**src/hw/std_timer_regs.svh**
```systemverilog
// Register offsets, field positions, reset values for the standard timer.
// Assumes a 32-bit APB slave, one register per aligned word.
`ifndef STD_TIMER_REGS_SVH
`define STD_TIMER_REGS_SVH

`define RUN_CTRL_OFS     12'h000
`define MODE_CTRL_OFS    12'h004
`define CNT_LO_OFS       12'h008
`define CNT_HI_OFS       12'h00c
`define CMPA_LO_OFS      12'h010
`define CMPA_HI_OFS      12'h014
`define CMPP_OFS         12'h018

`define RUN_EN_BIT       3
`define MODE_MSB         7
`define MODE_LSB         6
`define PINF_MSB         5
`define PINF_LSB         4
`define INIT_LVL_BIT     3
`define INVERT_BIT       2
`define SWAP_BIT         1
`define CLR_SEL_BIT      0

`define RUN_CTRL_RST     8'h00
`define MODE_CTRL_RST    8'h00
`define RUN_CTRL_MASK    8'h08

`endif

```
**src/hw/std_timer_pkg.sv**
```systemverilog
// Types for the standard timer.
// Assumes the register header is included by the design file.
package std_timer_pkg;
   typedef enum logic [1:0] {
      MODE_COMPARE = 2'b00,
      MODE_CAPTURE = 2'b01,
      MODE_PWM     = 2'b10,
      MODE_TIMER   = 2'b11
   } op_mode_t;

   typedef struct packed {
      op_mode_t   mode;
      logic [1:0] pin_func;
      logic       init_level;
      logic       invert;
      logic       swap;
      logic       clear_sel;
   } mode_ctrl_t;
endpackage

```
**src/hw/std_timer.sv**
```systemverilog
// Standard 16-bit timer: run control, mode control, counter and compare A/P.
// Assumes an APB master on clk and a timer pin synchronous to clk.
// What this block does
// - Run enable rising edge clears the counter and starts counting.
// - Run enable falling holds the counter value and stops the timer.
// - Run enable rise resets pin to initial level in compare/PWM/pulse modes.
// - Run control bits two to zero read as zero.
// - Mode field: 00 compare, 01 capture, 10 PWM/pulse, 11 timer.
// - Timer mode ignores pin function, level and invert bits.
// - Compare mode on A match: keep, low, high or toggle the pin.
// - PWM mode pin: inactive, active, PWM, single pulse.
// - Capture mode: rising, falling, both edges, or disabled.
// - Requested level equal to pin level shows no change.
// - Initial level bit sets start level or PWM active level.
// - Invert bit inverts the output pin.
// - Swap bit exchanges period and duty compare roles.
// - Clear select: 1 clears on A match, 0 on P match/overflow.
// - Overflow clearing only when compare P is all zero.
// - Clear select ignored in PWM, pulse and capture modes.
// - Counter read as two read-only bytes, reset zero.
// - Compare A held in two read/write bytes, reset zero.
// - Low byte goes via shared buffer; high byte access moves it.
// - Comparator P matches upper eight counter bits with the low byte zero; A uses all sixteen.
`include "std_timer_regs.svh"

module std_timer
   import std_timer_pkg::*;
#(
   parameter int CNT_W = 16
) (
   // Clock and reset
   input wire logic clk,
   input wire logic rst_n,
   // APB slave
   input wire logic psel,
   input wire logic penable,
   input wire logic pwrite,
   input wire logic [11:0] paddr,
   input wire logic [31:0] pwdata,
   output logic [31:0] prdata,
   output logic pready,
   output logic pslverr,
   // Counter clock enable
   input wire logic cnt_tick,
   // Timer pin
   input wire logic timer_io_pin_in,
   output logic timer_io_pin_out,
   output logic timer_io_pin_oe,
   // Events
   output logic match_a,
   output logic match_p,
   output logic capture
);

   initial begin
      if (CNT_W != 16) begin
         $error("std_timer supports only a 16-bit counter");
      end
   end

   logic [7:0] run_ctrl_ff;
   mode_ctrl_t mode_ff;
   logic [15:0] cnt_ff;
   logic [15:0] cmpa_ff;
   logic [7:0] cmpp_ff;
   logic [7:0] buf_ff;
   logic run_d_ff;
   logic pin_ff;
   logic pin_in_d_ff;
   logic pulse_done_ff;
   logic [31:0] prdata_ff;
   logic pslverr_ff;
   logic match_a_ff;
   logic match_p_ff;
   logic capture_ff;
   logic pready_ff;

   // Byte address match for one register
   function automatic logic reg_hit(input logic [11:0] addr, input logic [11:0] ofs);
      reg_hit = (addr == ofs);
   endfunction

   // Compare P as a counter span; zero stands for the full range
   function automatic logic [16:0] p_span(input logic [7:0] p);
      if (p == 8'h00) begin
         p_span = 17'h10000;
      end else begin
         p_span = {1'b0, p, 8'h00};
      end
   endfunction

   // Bus decode: read data is prepared in the setup cycle, while a write
   // lands only at the access edge at which pready is seen high
   wire setup = psel && !penable;
   wire access = psel && penable && pready_ff;
   wire wr = access && pwrite;
   wire rd = setup && !pwrite;
   wire sel_run = reg_hit(paddr, `RUN_CTRL_OFS);
   wire sel_mode = reg_hit(paddr, `MODE_CTRL_OFS);
   wire sel_clo = reg_hit(paddr, `CNT_LO_OFS);
   wire sel_chi = reg_hit(paddr, `CNT_HI_OFS);
   wire sel_alo = reg_hit(paddr, `CMPA_LO_OFS);
   wire sel_ahi = reg_hit(paddr, `CMPA_HI_OFS);
   wire sel_p = reg_hit(paddr, `CMPP_OFS);
   wire mapped = sel_run | sel_mode | sel_clo | sel_chi | sel_alo | sel_ahi | sel_p;

   wire run = run_ctrl_ff[`RUN_EN_BIT];
   wire run_rise = run && !run_d_ff;
   wire is_cmp = (mode_ff.mode == MODE_COMPARE);
   wire is_tmr = (mode_ff.mode == MODE_TIMER);
   wire is_pwm = (mode_ff.mode == MODE_PWM);
   wire is_cap = (mode_ff.mode == MODE_CAPTURE);

   // Comparator widths
   wire a_hit = (cnt_ff == cmpa_ff);
   wire p_hit = (cmpp_ff != 8'h00) && (cnt_ff[15:8] == cmpp_ff) && (cnt_ff[7:0] == 8'h00);
   wire ovf = (cnt_ff == 16'hffff);
   wire step = run && cnt_tick;

   // Period and duty selection
   wire [16:0] p_full = p_span(cmpp_ff);
   wire [16:0] period = mode_ff.swap ? {1'b0, cmpa_ff} : p_full;
   wire [16:0] duty = mode_ff.swap ? p_full : {1'b0, cmpa_ff};
   wire [16:0] cnt_nxt1 = {1'b0, cnt_ff} + 17'h00001;
   wire pwm_end = (cnt_nxt1 >= period);
   wire pwm_active = ({1'b0, cnt_ff} < duty);

   // Clear selection
   wire clr_cmp = mode_ff.clear_sel ? a_hit : (p_hit || ((cmpp_ff == 8'h00) && ovf));
   wire clr_pwm = pwm_end;
   wire cnt_clr = (is_pwm || is_cap) ? (is_pwm && clr_pwm) : clr_cmp;

   logic [15:0] nxt_cnt;
   always_comb begin
      nxt_cnt = cnt_ff;
      if (run_rise) begin
         nxt_cnt = 16'h0000;
      end else if (step) begin
         if (cnt_clr) begin
            nxt_cnt = 16'h0000;
         end else begin
            nxt_cnt = cnt_nxt1[15:0];
         end
      end
   end

   // Output level before inversion
   logic nxt_pin;
   always_comb begin
      nxt_pin = pin_ff;
      if (run_rise) begin
         nxt_pin = mode_ff.init_level;
      end else if (is_cmp && step && a_hit) begin
         case (mode_ff.pin_func)
            2'b00: nxt_pin = pin_ff;
            2'b01: nxt_pin = 1'b0;
            2'b10: nxt_pin = 1'b1;
            2'b11: nxt_pin = !pin_ff;
            default: nxt_pin = pin_ff;
         endcase
      end else if (is_pwm && run) begin
         case (mode_ff.pin_func)
            2'b00: nxt_pin = !mode_ff.init_level;
            2'b01: nxt_pin = mode_ff.init_level;
            2'b10: nxt_pin = pwm_active ? mode_ff.init_level : !mode_ff.init_level;
            2'b11: nxt_pin = (pwm_active && !pulse_done_ff) ?
                             mode_ff.init_level : !mode_ff.init_level;
            default: nxt_pin = pin_ff;
         endcase
      end
   end

   wire pulse_end = is_pwm && (mode_ff.pin_func == 2'b11) && step && !pwm_active;

   wire pin_rise = timer_io_pin_in && !pin_in_d_ff;
   wire pin_fall = !timer_io_pin_in && pin_in_d_ff;
   wire cap_hit = is_cap && run && ((mode_ff.pin_func == 2'b00 && pin_rise) ||
                  (mode_ff.pin_func == 2'b01 && pin_fall) ||
                  (mode_ff.pin_func == 2'b10 && (pin_rise || pin_fall)));

   wire buf_load_cnt = rd && sel_chi;
   wire buf_load_a = rd && sel_ahi;
   wire buf_wr = wr && (sel_alo || sel_clo);
   logic [7:0] nxt_buf;
   always_comb begin
      if (buf_wr) begin
         nxt_buf = pwdata[7:0];
      end else if (buf_load_cnt) begin
         nxt_buf = cnt_ff[7:0];
      end else if (buf_load_a) begin
         nxt_buf = cmpa_ff[7:0];
      end else begin
         nxt_buf = buf_ff;
      end
   end

   logic [7:0] rd_byte;
   always_comb begin
      if (sel_run) begin
         rd_byte = run_ctrl_ff & `RUN_CTRL_MASK;
      end else if (sel_mode) begin
         rd_byte = mode_ff;
      end else if (sel_clo || sel_alo) begin
         rd_byte = buf_ff;
      end else if (sel_chi) begin
         rd_byte = cnt_ff[15:8];
      end else if (sel_ahi) begin
         rd_byte = cmpa_ff[15:8];
      end else if (sel_p) begin
         rd_byte = cmpp_ff;
      end else begin
         rd_byte = 8'h00;
      end
   end

   wire pin_drive = mode_ff.invert ? !pin_ff : pin_ff;
   wire pin_oe = !is_tmr && !is_cap;

   // Control registers
   always_ff @(posedge clk or negedge rst_n) begin
      if (!rst_n) begin
         run_ctrl_ff <= `RUN_CTRL_RST;
         mode_ff <= `MODE_CTRL_RST;
      end else begin
         if (wr && sel_run) begin
            run_ctrl_ff <= pwdata[7:0] & `RUN_CTRL_MASK;
         end
         if (wr && sel_mode) begin
            mode_ff <= pwdata[7:0];
         end
      end
   end

   // Compare values and the shared low-byte buffer
   always_ff @(posedge clk or negedge rst_n) begin
      if (!rst_n) begin
         cmpa_ff <= 16'h0000;
         cmpp_ff <= 8'h00;
         buf_ff <= 8'h00;
      end else begin
         buf_ff <= nxt_buf;
         if (wr && sel_ahi) begin
            cmpa_ff <= {pwdata[7:0], buf_ff};
         end
         if (wr && sel_p) begin
            cmpp_ff <= pwdata[7:0];
         end
      end
   end

   // Counter, pin level and input history
   always_ff @(posedge clk or negedge rst_n) begin
      if (!rst_n) begin
         cnt_ff <= 16'h0000;
         run_d_ff <= 1'b0;
         pin_ff <= 1'b0;
         pin_in_d_ff <= 1'b0;
      end else begin
         cnt_ff <= nxt_cnt;
         run_d_ff <= run;
         pin_ff <= nxt_pin;
         pin_in_d_ff <= timer_io_pin_in;
      end
   end

   // A single pulse stays spent until the next start
   always_ff @(posedge clk or negedge rst_n) begin
      if (!rst_n) begin
         pulse_done_ff <= 1'b0;
      end else begin
         pulse_done_ff <= run_rise ? 1'b0 : (pulse_done_ff | pulse_end);
      end
   end

   // Bus answer: no wait state; the error flag stands only with pready
   always_ff @(posedge clk or negedge rst_n) begin
      if (!rst_n) begin
         prdata_ff <= 32'h00000000;
         pslverr_ff <= 1'b0;
         pready_ff <= 1'b0;
      end else begin
         if (rd) begin
            prdata_ff <= {24'h000000, rd_byte};
         end
         pslverr_ff <= setup && !mapped;
         pready_ff <= setup;
      end
   end

   // Event pulses
   always_ff @(posedge clk or negedge rst_n) begin
      if (!rst_n) begin
         match_a_ff <= 1'b0;
         match_p_ff <= 1'b0;
         capture_ff <= 1'b0;
      end else begin
         match_a_ff <= step && a_hit && !run_rise;
         match_p_ff <= step && p_hit && !run_rise && !(is_cmp && mode_ff.clear_sel);
         capture_ff <= cap_hit;
      end
   end

   // Pin outputs
   always_ff @(posedge clk or negedge rst_n) begin
      if (!rst_n) begin
         timer_io_pin_out <= 1'b0;
         timer_io_pin_oe <= 1'b0;
      end else begin
         timer_io_pin_out <= pin_drive;
         timer_io_pin_oe <= pin_oe;
      end
   end

   assign prdata = prdata_ff;
   assign pready = pready_ff;
   assign pslverr = pslverr_ff;
   assign match_a = match_a_ff;
   assign match_p = match_p_ff;
   assign capture = capture_ff;

endmodule

```
**config.mk**
```make
export PLATFORM = sky130hd
export DESIGN_NAME = std_timer
export DESIGN_NICKNAME = d
export VERILOG_FILES = /design/src/hw/std_timer_pkg.sv /design/src/hw/std_timer.sv
export VERILOG_INCLUDE_DIRS = /design/src /design/src/hw
export SDC_FILE = /design/constraint.sdc
export NUM_CORES = 1
export LEC_CHECK = 0
export BUFFER_PORTS_ARGS = -buffer_cell sky130_fd_sc_hd__buf_2
export CAP_MARGIN = 40
export CORE_MARGIN = 10
export CORE_UTILIZATION = 55
export DETAILED_ROUTE_END_ITERATION = 10
export MAX_ROUTING_LAYER = met4
export PLACE_DENSITY = 0.78
export SLEW_MARGIN = 20
export SYNTH_ARGS = -nofsm -noshare
export SYNTH_HDL_FRONTEND = slang
export SYNTH_SLANG_ARGS = --single-unit
```
**constraint.sdc**
```tcl
create_clock -name clk -period 4.37 [get_ports clk]
set_clock_uncertainty 0.1 [all_clocks]
set_input_delay 0.2185 -clock clk [delete_from_list [all_inputs] [get_ports clk]]
set_output_delay 0.2185 -clock clk [all_outputs]
set_load 0.005 [all_outputs]
```
==> key figures <==
Run status
  – Outcome: complete, no violations

Power and ir drop
  – Worst vdd ir: 189 uV
  – Total power: 1.30 mW
  – Pwr Density: 215 nW/um^2
  – LEAKAGE: 2.71 nW

Logic synthesis
  – Post-synthesis sequential area ratio: 0.339
  – Post-Synthesis Cells: 600
  – Largest family of logic cells by synthesized area: compound AO/OA/AOI/OAI gates
  – Post-synth EDFFs: 0
  – Synth Area in Compound Gates: 0.169
  – Synth warnings: 0
  – Top FF cell, synth: dfrtp_1
  – Synth Area in Adders: 0.0910
  – Synth Area in XOR/XNOR: 0.0499
  – Simple logic cell fraction of the synthesized area: 0.165
  – Seq cells post-synth: 76
  – Post-synthesis mux area share: 0.109
  – Post-Syn Area per Cell: 9.35 um^2
  – Ys async rst share: 1.00
  – Synthesized cell area: 5610 um^2
  – Cell variety after synth: 63

Clock tree
  – Clk slew on worst S/H paths: 0.09 ns
  – Post-CTS Resized: 0
  – CTS Buffer Depth: 2
  – Root Buffer: clkbuf_8
  – Clk_lat worst skew: 0.36 ns
  – Post-CTS Hold Fix Bufs: 3
  – Clock sink total: 76
  – CTS buffer count: 9
  – Depth of the CTS H-tree: 3
  – TritonCTS clock tree: built
  – Post CTS Setup Buffer Count: 0

Die
  – Die Ht: 121 um
  – FP Rows: 36
  – Horiz. Die Dim: 121 um
  – Die area: 14,600 um^2
  – Core area: 9860 um^2
  – IO Pins: 90
  – Starting Density: 0.569

Routing
  – First DRT Iteration DRCs: 534
  – Drt drc: 0
  – Wire per inst: 20.2 um
  – Final antenna-violating net count: 0
  – 1st-pass router iterations: 7
  – Via/cell ratio: 6.31
  – Drt total wl: 15,400 um
  – Vias: 4,828

STA
  – Worst slew pin tran: 0.878 ns
  – Final Hold Fails: 0
  – RSZ-0062 raised after global routing: false
  – Normalized max-slew margin: 0.410
  – Setup_tns: 0 ns
  – Final Max Tran Viols: 0
  – Fin crit share: 0.905
  – Hold slack: 0.0402 ns
  – Fmax achieved: 253 MHz
  – Minimum clock period after layout: 3.96 ns
  – # setup viols final: 0

Worst setup path
  – Critical path's largest stage delay: 0.51 ns
  – Data required time of the worst path: 4.58 ns
  – Kind of start point of the critical path: register
  – Critical Path Fanout Max: 8
  – Setup crit end kind: register
  – Crit-path most repeated cell: ha_1
  – Critical Path AT: 4.16 ns
  – CP max-delay cell: dfrtp_1
  – CP cell instances: ha_1 > and3_1 > nand3_1 > buf_4 > or3_1 > nand2_1 > ha_1 > a21oi_1 > o21ai_0 > a2111oi_0 > a211o_1 > a31oi_1 > nor2_1 > a22o_1
  – Crit path kind: reg2reg

Global route
  – Gr usage total: 0.218
  – Total gr overflow: 0
  – First-pass GRT wire length: 25,000 um
  – Vias in the first global route: 4,813
  – Pin count of the biggest net entering global routing: 42
  – Initial antenna violation count: 0

Placement
  – GPL Wtd Cong: 0.967
  – PortBufs: 41
  – Post-DP HPWL: 11,700 um

Final layout
  – Total Nets Final: 719
  – Layout cell share with drive strength beyond 1: 0.177
  – Area growth syn-to-layout: 7.56%
  – Antenna diodes: 0
  – Fill count: 821

Worst hold path
  – HP Class: in2reg

Run
  – MaxCap Viol Count: 0
cell type report:
type	count	area (um^2)	share of cell area
timing repair buffer	55	340	0.0564
tap	133	166	0.0276
inverter	22	82.6	0.0137
sequential	76	1900	0.315
clock inverter	5	37.5	0.00622
multi-input combinational	464	3370	0.558
clock buffer	10	138	0.0228
flip-flops by register name, summed over array words and instances, names as in the netlist, 8 cells and up:
register and count:
mode_ff 8, cmpp_ff 8, prdata 8, buf_ff 8, cmpa_ff 16, cnt_ff 16
through the flow:
stage | instances | worst slack, ns | utilization | cell area [um^2]
after floorplan | 623 | 0.832 | - | 5700
after global placement | 744 | 0.599 | 0.587 | 5790
after detailed placement | 747 | 0.489 | 0.591 | 5830
after CTS | 765 | 0.475 | 0.612 | 6040
after global routing | 765 | 0.158 | 0.612 | 6040
final | 765 | 0.413 | 0.612 | 6040
per-layer routing:
| layer | GRT usage | share of wire | up-vias |
|---|---|---|---|
| met5 | - | 0 | - |
| met4 | 0.0822 | 0.028 | 0 |
| met3 | 0.0461 | 0.091 | 37 |
| met2 | 0.337 | 0.46 | 235 |
| met1 | 0.274 | 0.42 | 2361 |
| li1 | - | - | 2195 |
kinds of logic after synthesis:
group / count (synthesis)
compound gates: 142
xor+xnor: 32
fa+ha+maj: 41
buf+inv: 83
flops: 76
mux: 57
other cells: 1
simple gates: 168
power breakdown:
group / total (mW) / internal (mW) / switching, mW
Clock: 0.506 / 0.221 / 0.286
Sequential: 0.706 / 0.704 / 0.00141
Combinational: 0.0840 / 0.0256 / 0.0584
Total: 1.30 / 0.951 / 0.345
worst paths after layout:
kind	from	to	slack (ns)	cells after the start
max reg2reg	cnt_ff[1]	cnt_ff[6]	0.41	14
min in group asynchronous	rst_n	cnt_ff[3]	0.24	2
min	psel	pready	0.04	2
max	cnt_ff[1]	cnt_ff[6]	0.41	14
max in group asynchronous	rst_n	pready	3.35	3
min reg2reg	prdata[0]	prdata[0]	0.38	2
cell usage in the layout, fill, tap and decap left out, types with 21 or more instances in the layout:
cell type / count
mux2i_1: 25
inv_1: 21
buf_2: 40
conb_1: 24
dfrtp_1: 76
mux2_2: 32
ha_1: 40
nand2_1: 49
o21ai_0: 35
a21oi_1: 25
xnor2_1: 29
Yosys cell counts (14+ instances only):
cell	instances	area share
dfrtp_1	76	0.34
nand2_1	49	0.033
ha_1	40	0.089
o21ai_0	35	0.031
mux2_2	32	0.064
xnor2_1	29	0.045
a21oi_1	25	0.022
buf_4	25	0.033
mux2i_1	25	0.045
clkbuf_1	22	0.015
inv_1	21	0.014
nand2b_1	18	0.020
nor2_1	17	0.011
nand4_1	16	0.018
nand3_1	14	0.012
critical path: cells and delay by family, from the launching register on:
family	cells	cell delay, ns
AO/OA/AOI/OAI	6	1.21
AND/OR/NAND/NOR	5	1.36
flip-flops	1	0.51
adder cells (fa/ha/maj)	2	0.52
buffers and inverters	1	0.21
(Power assumes the default switching activity.)
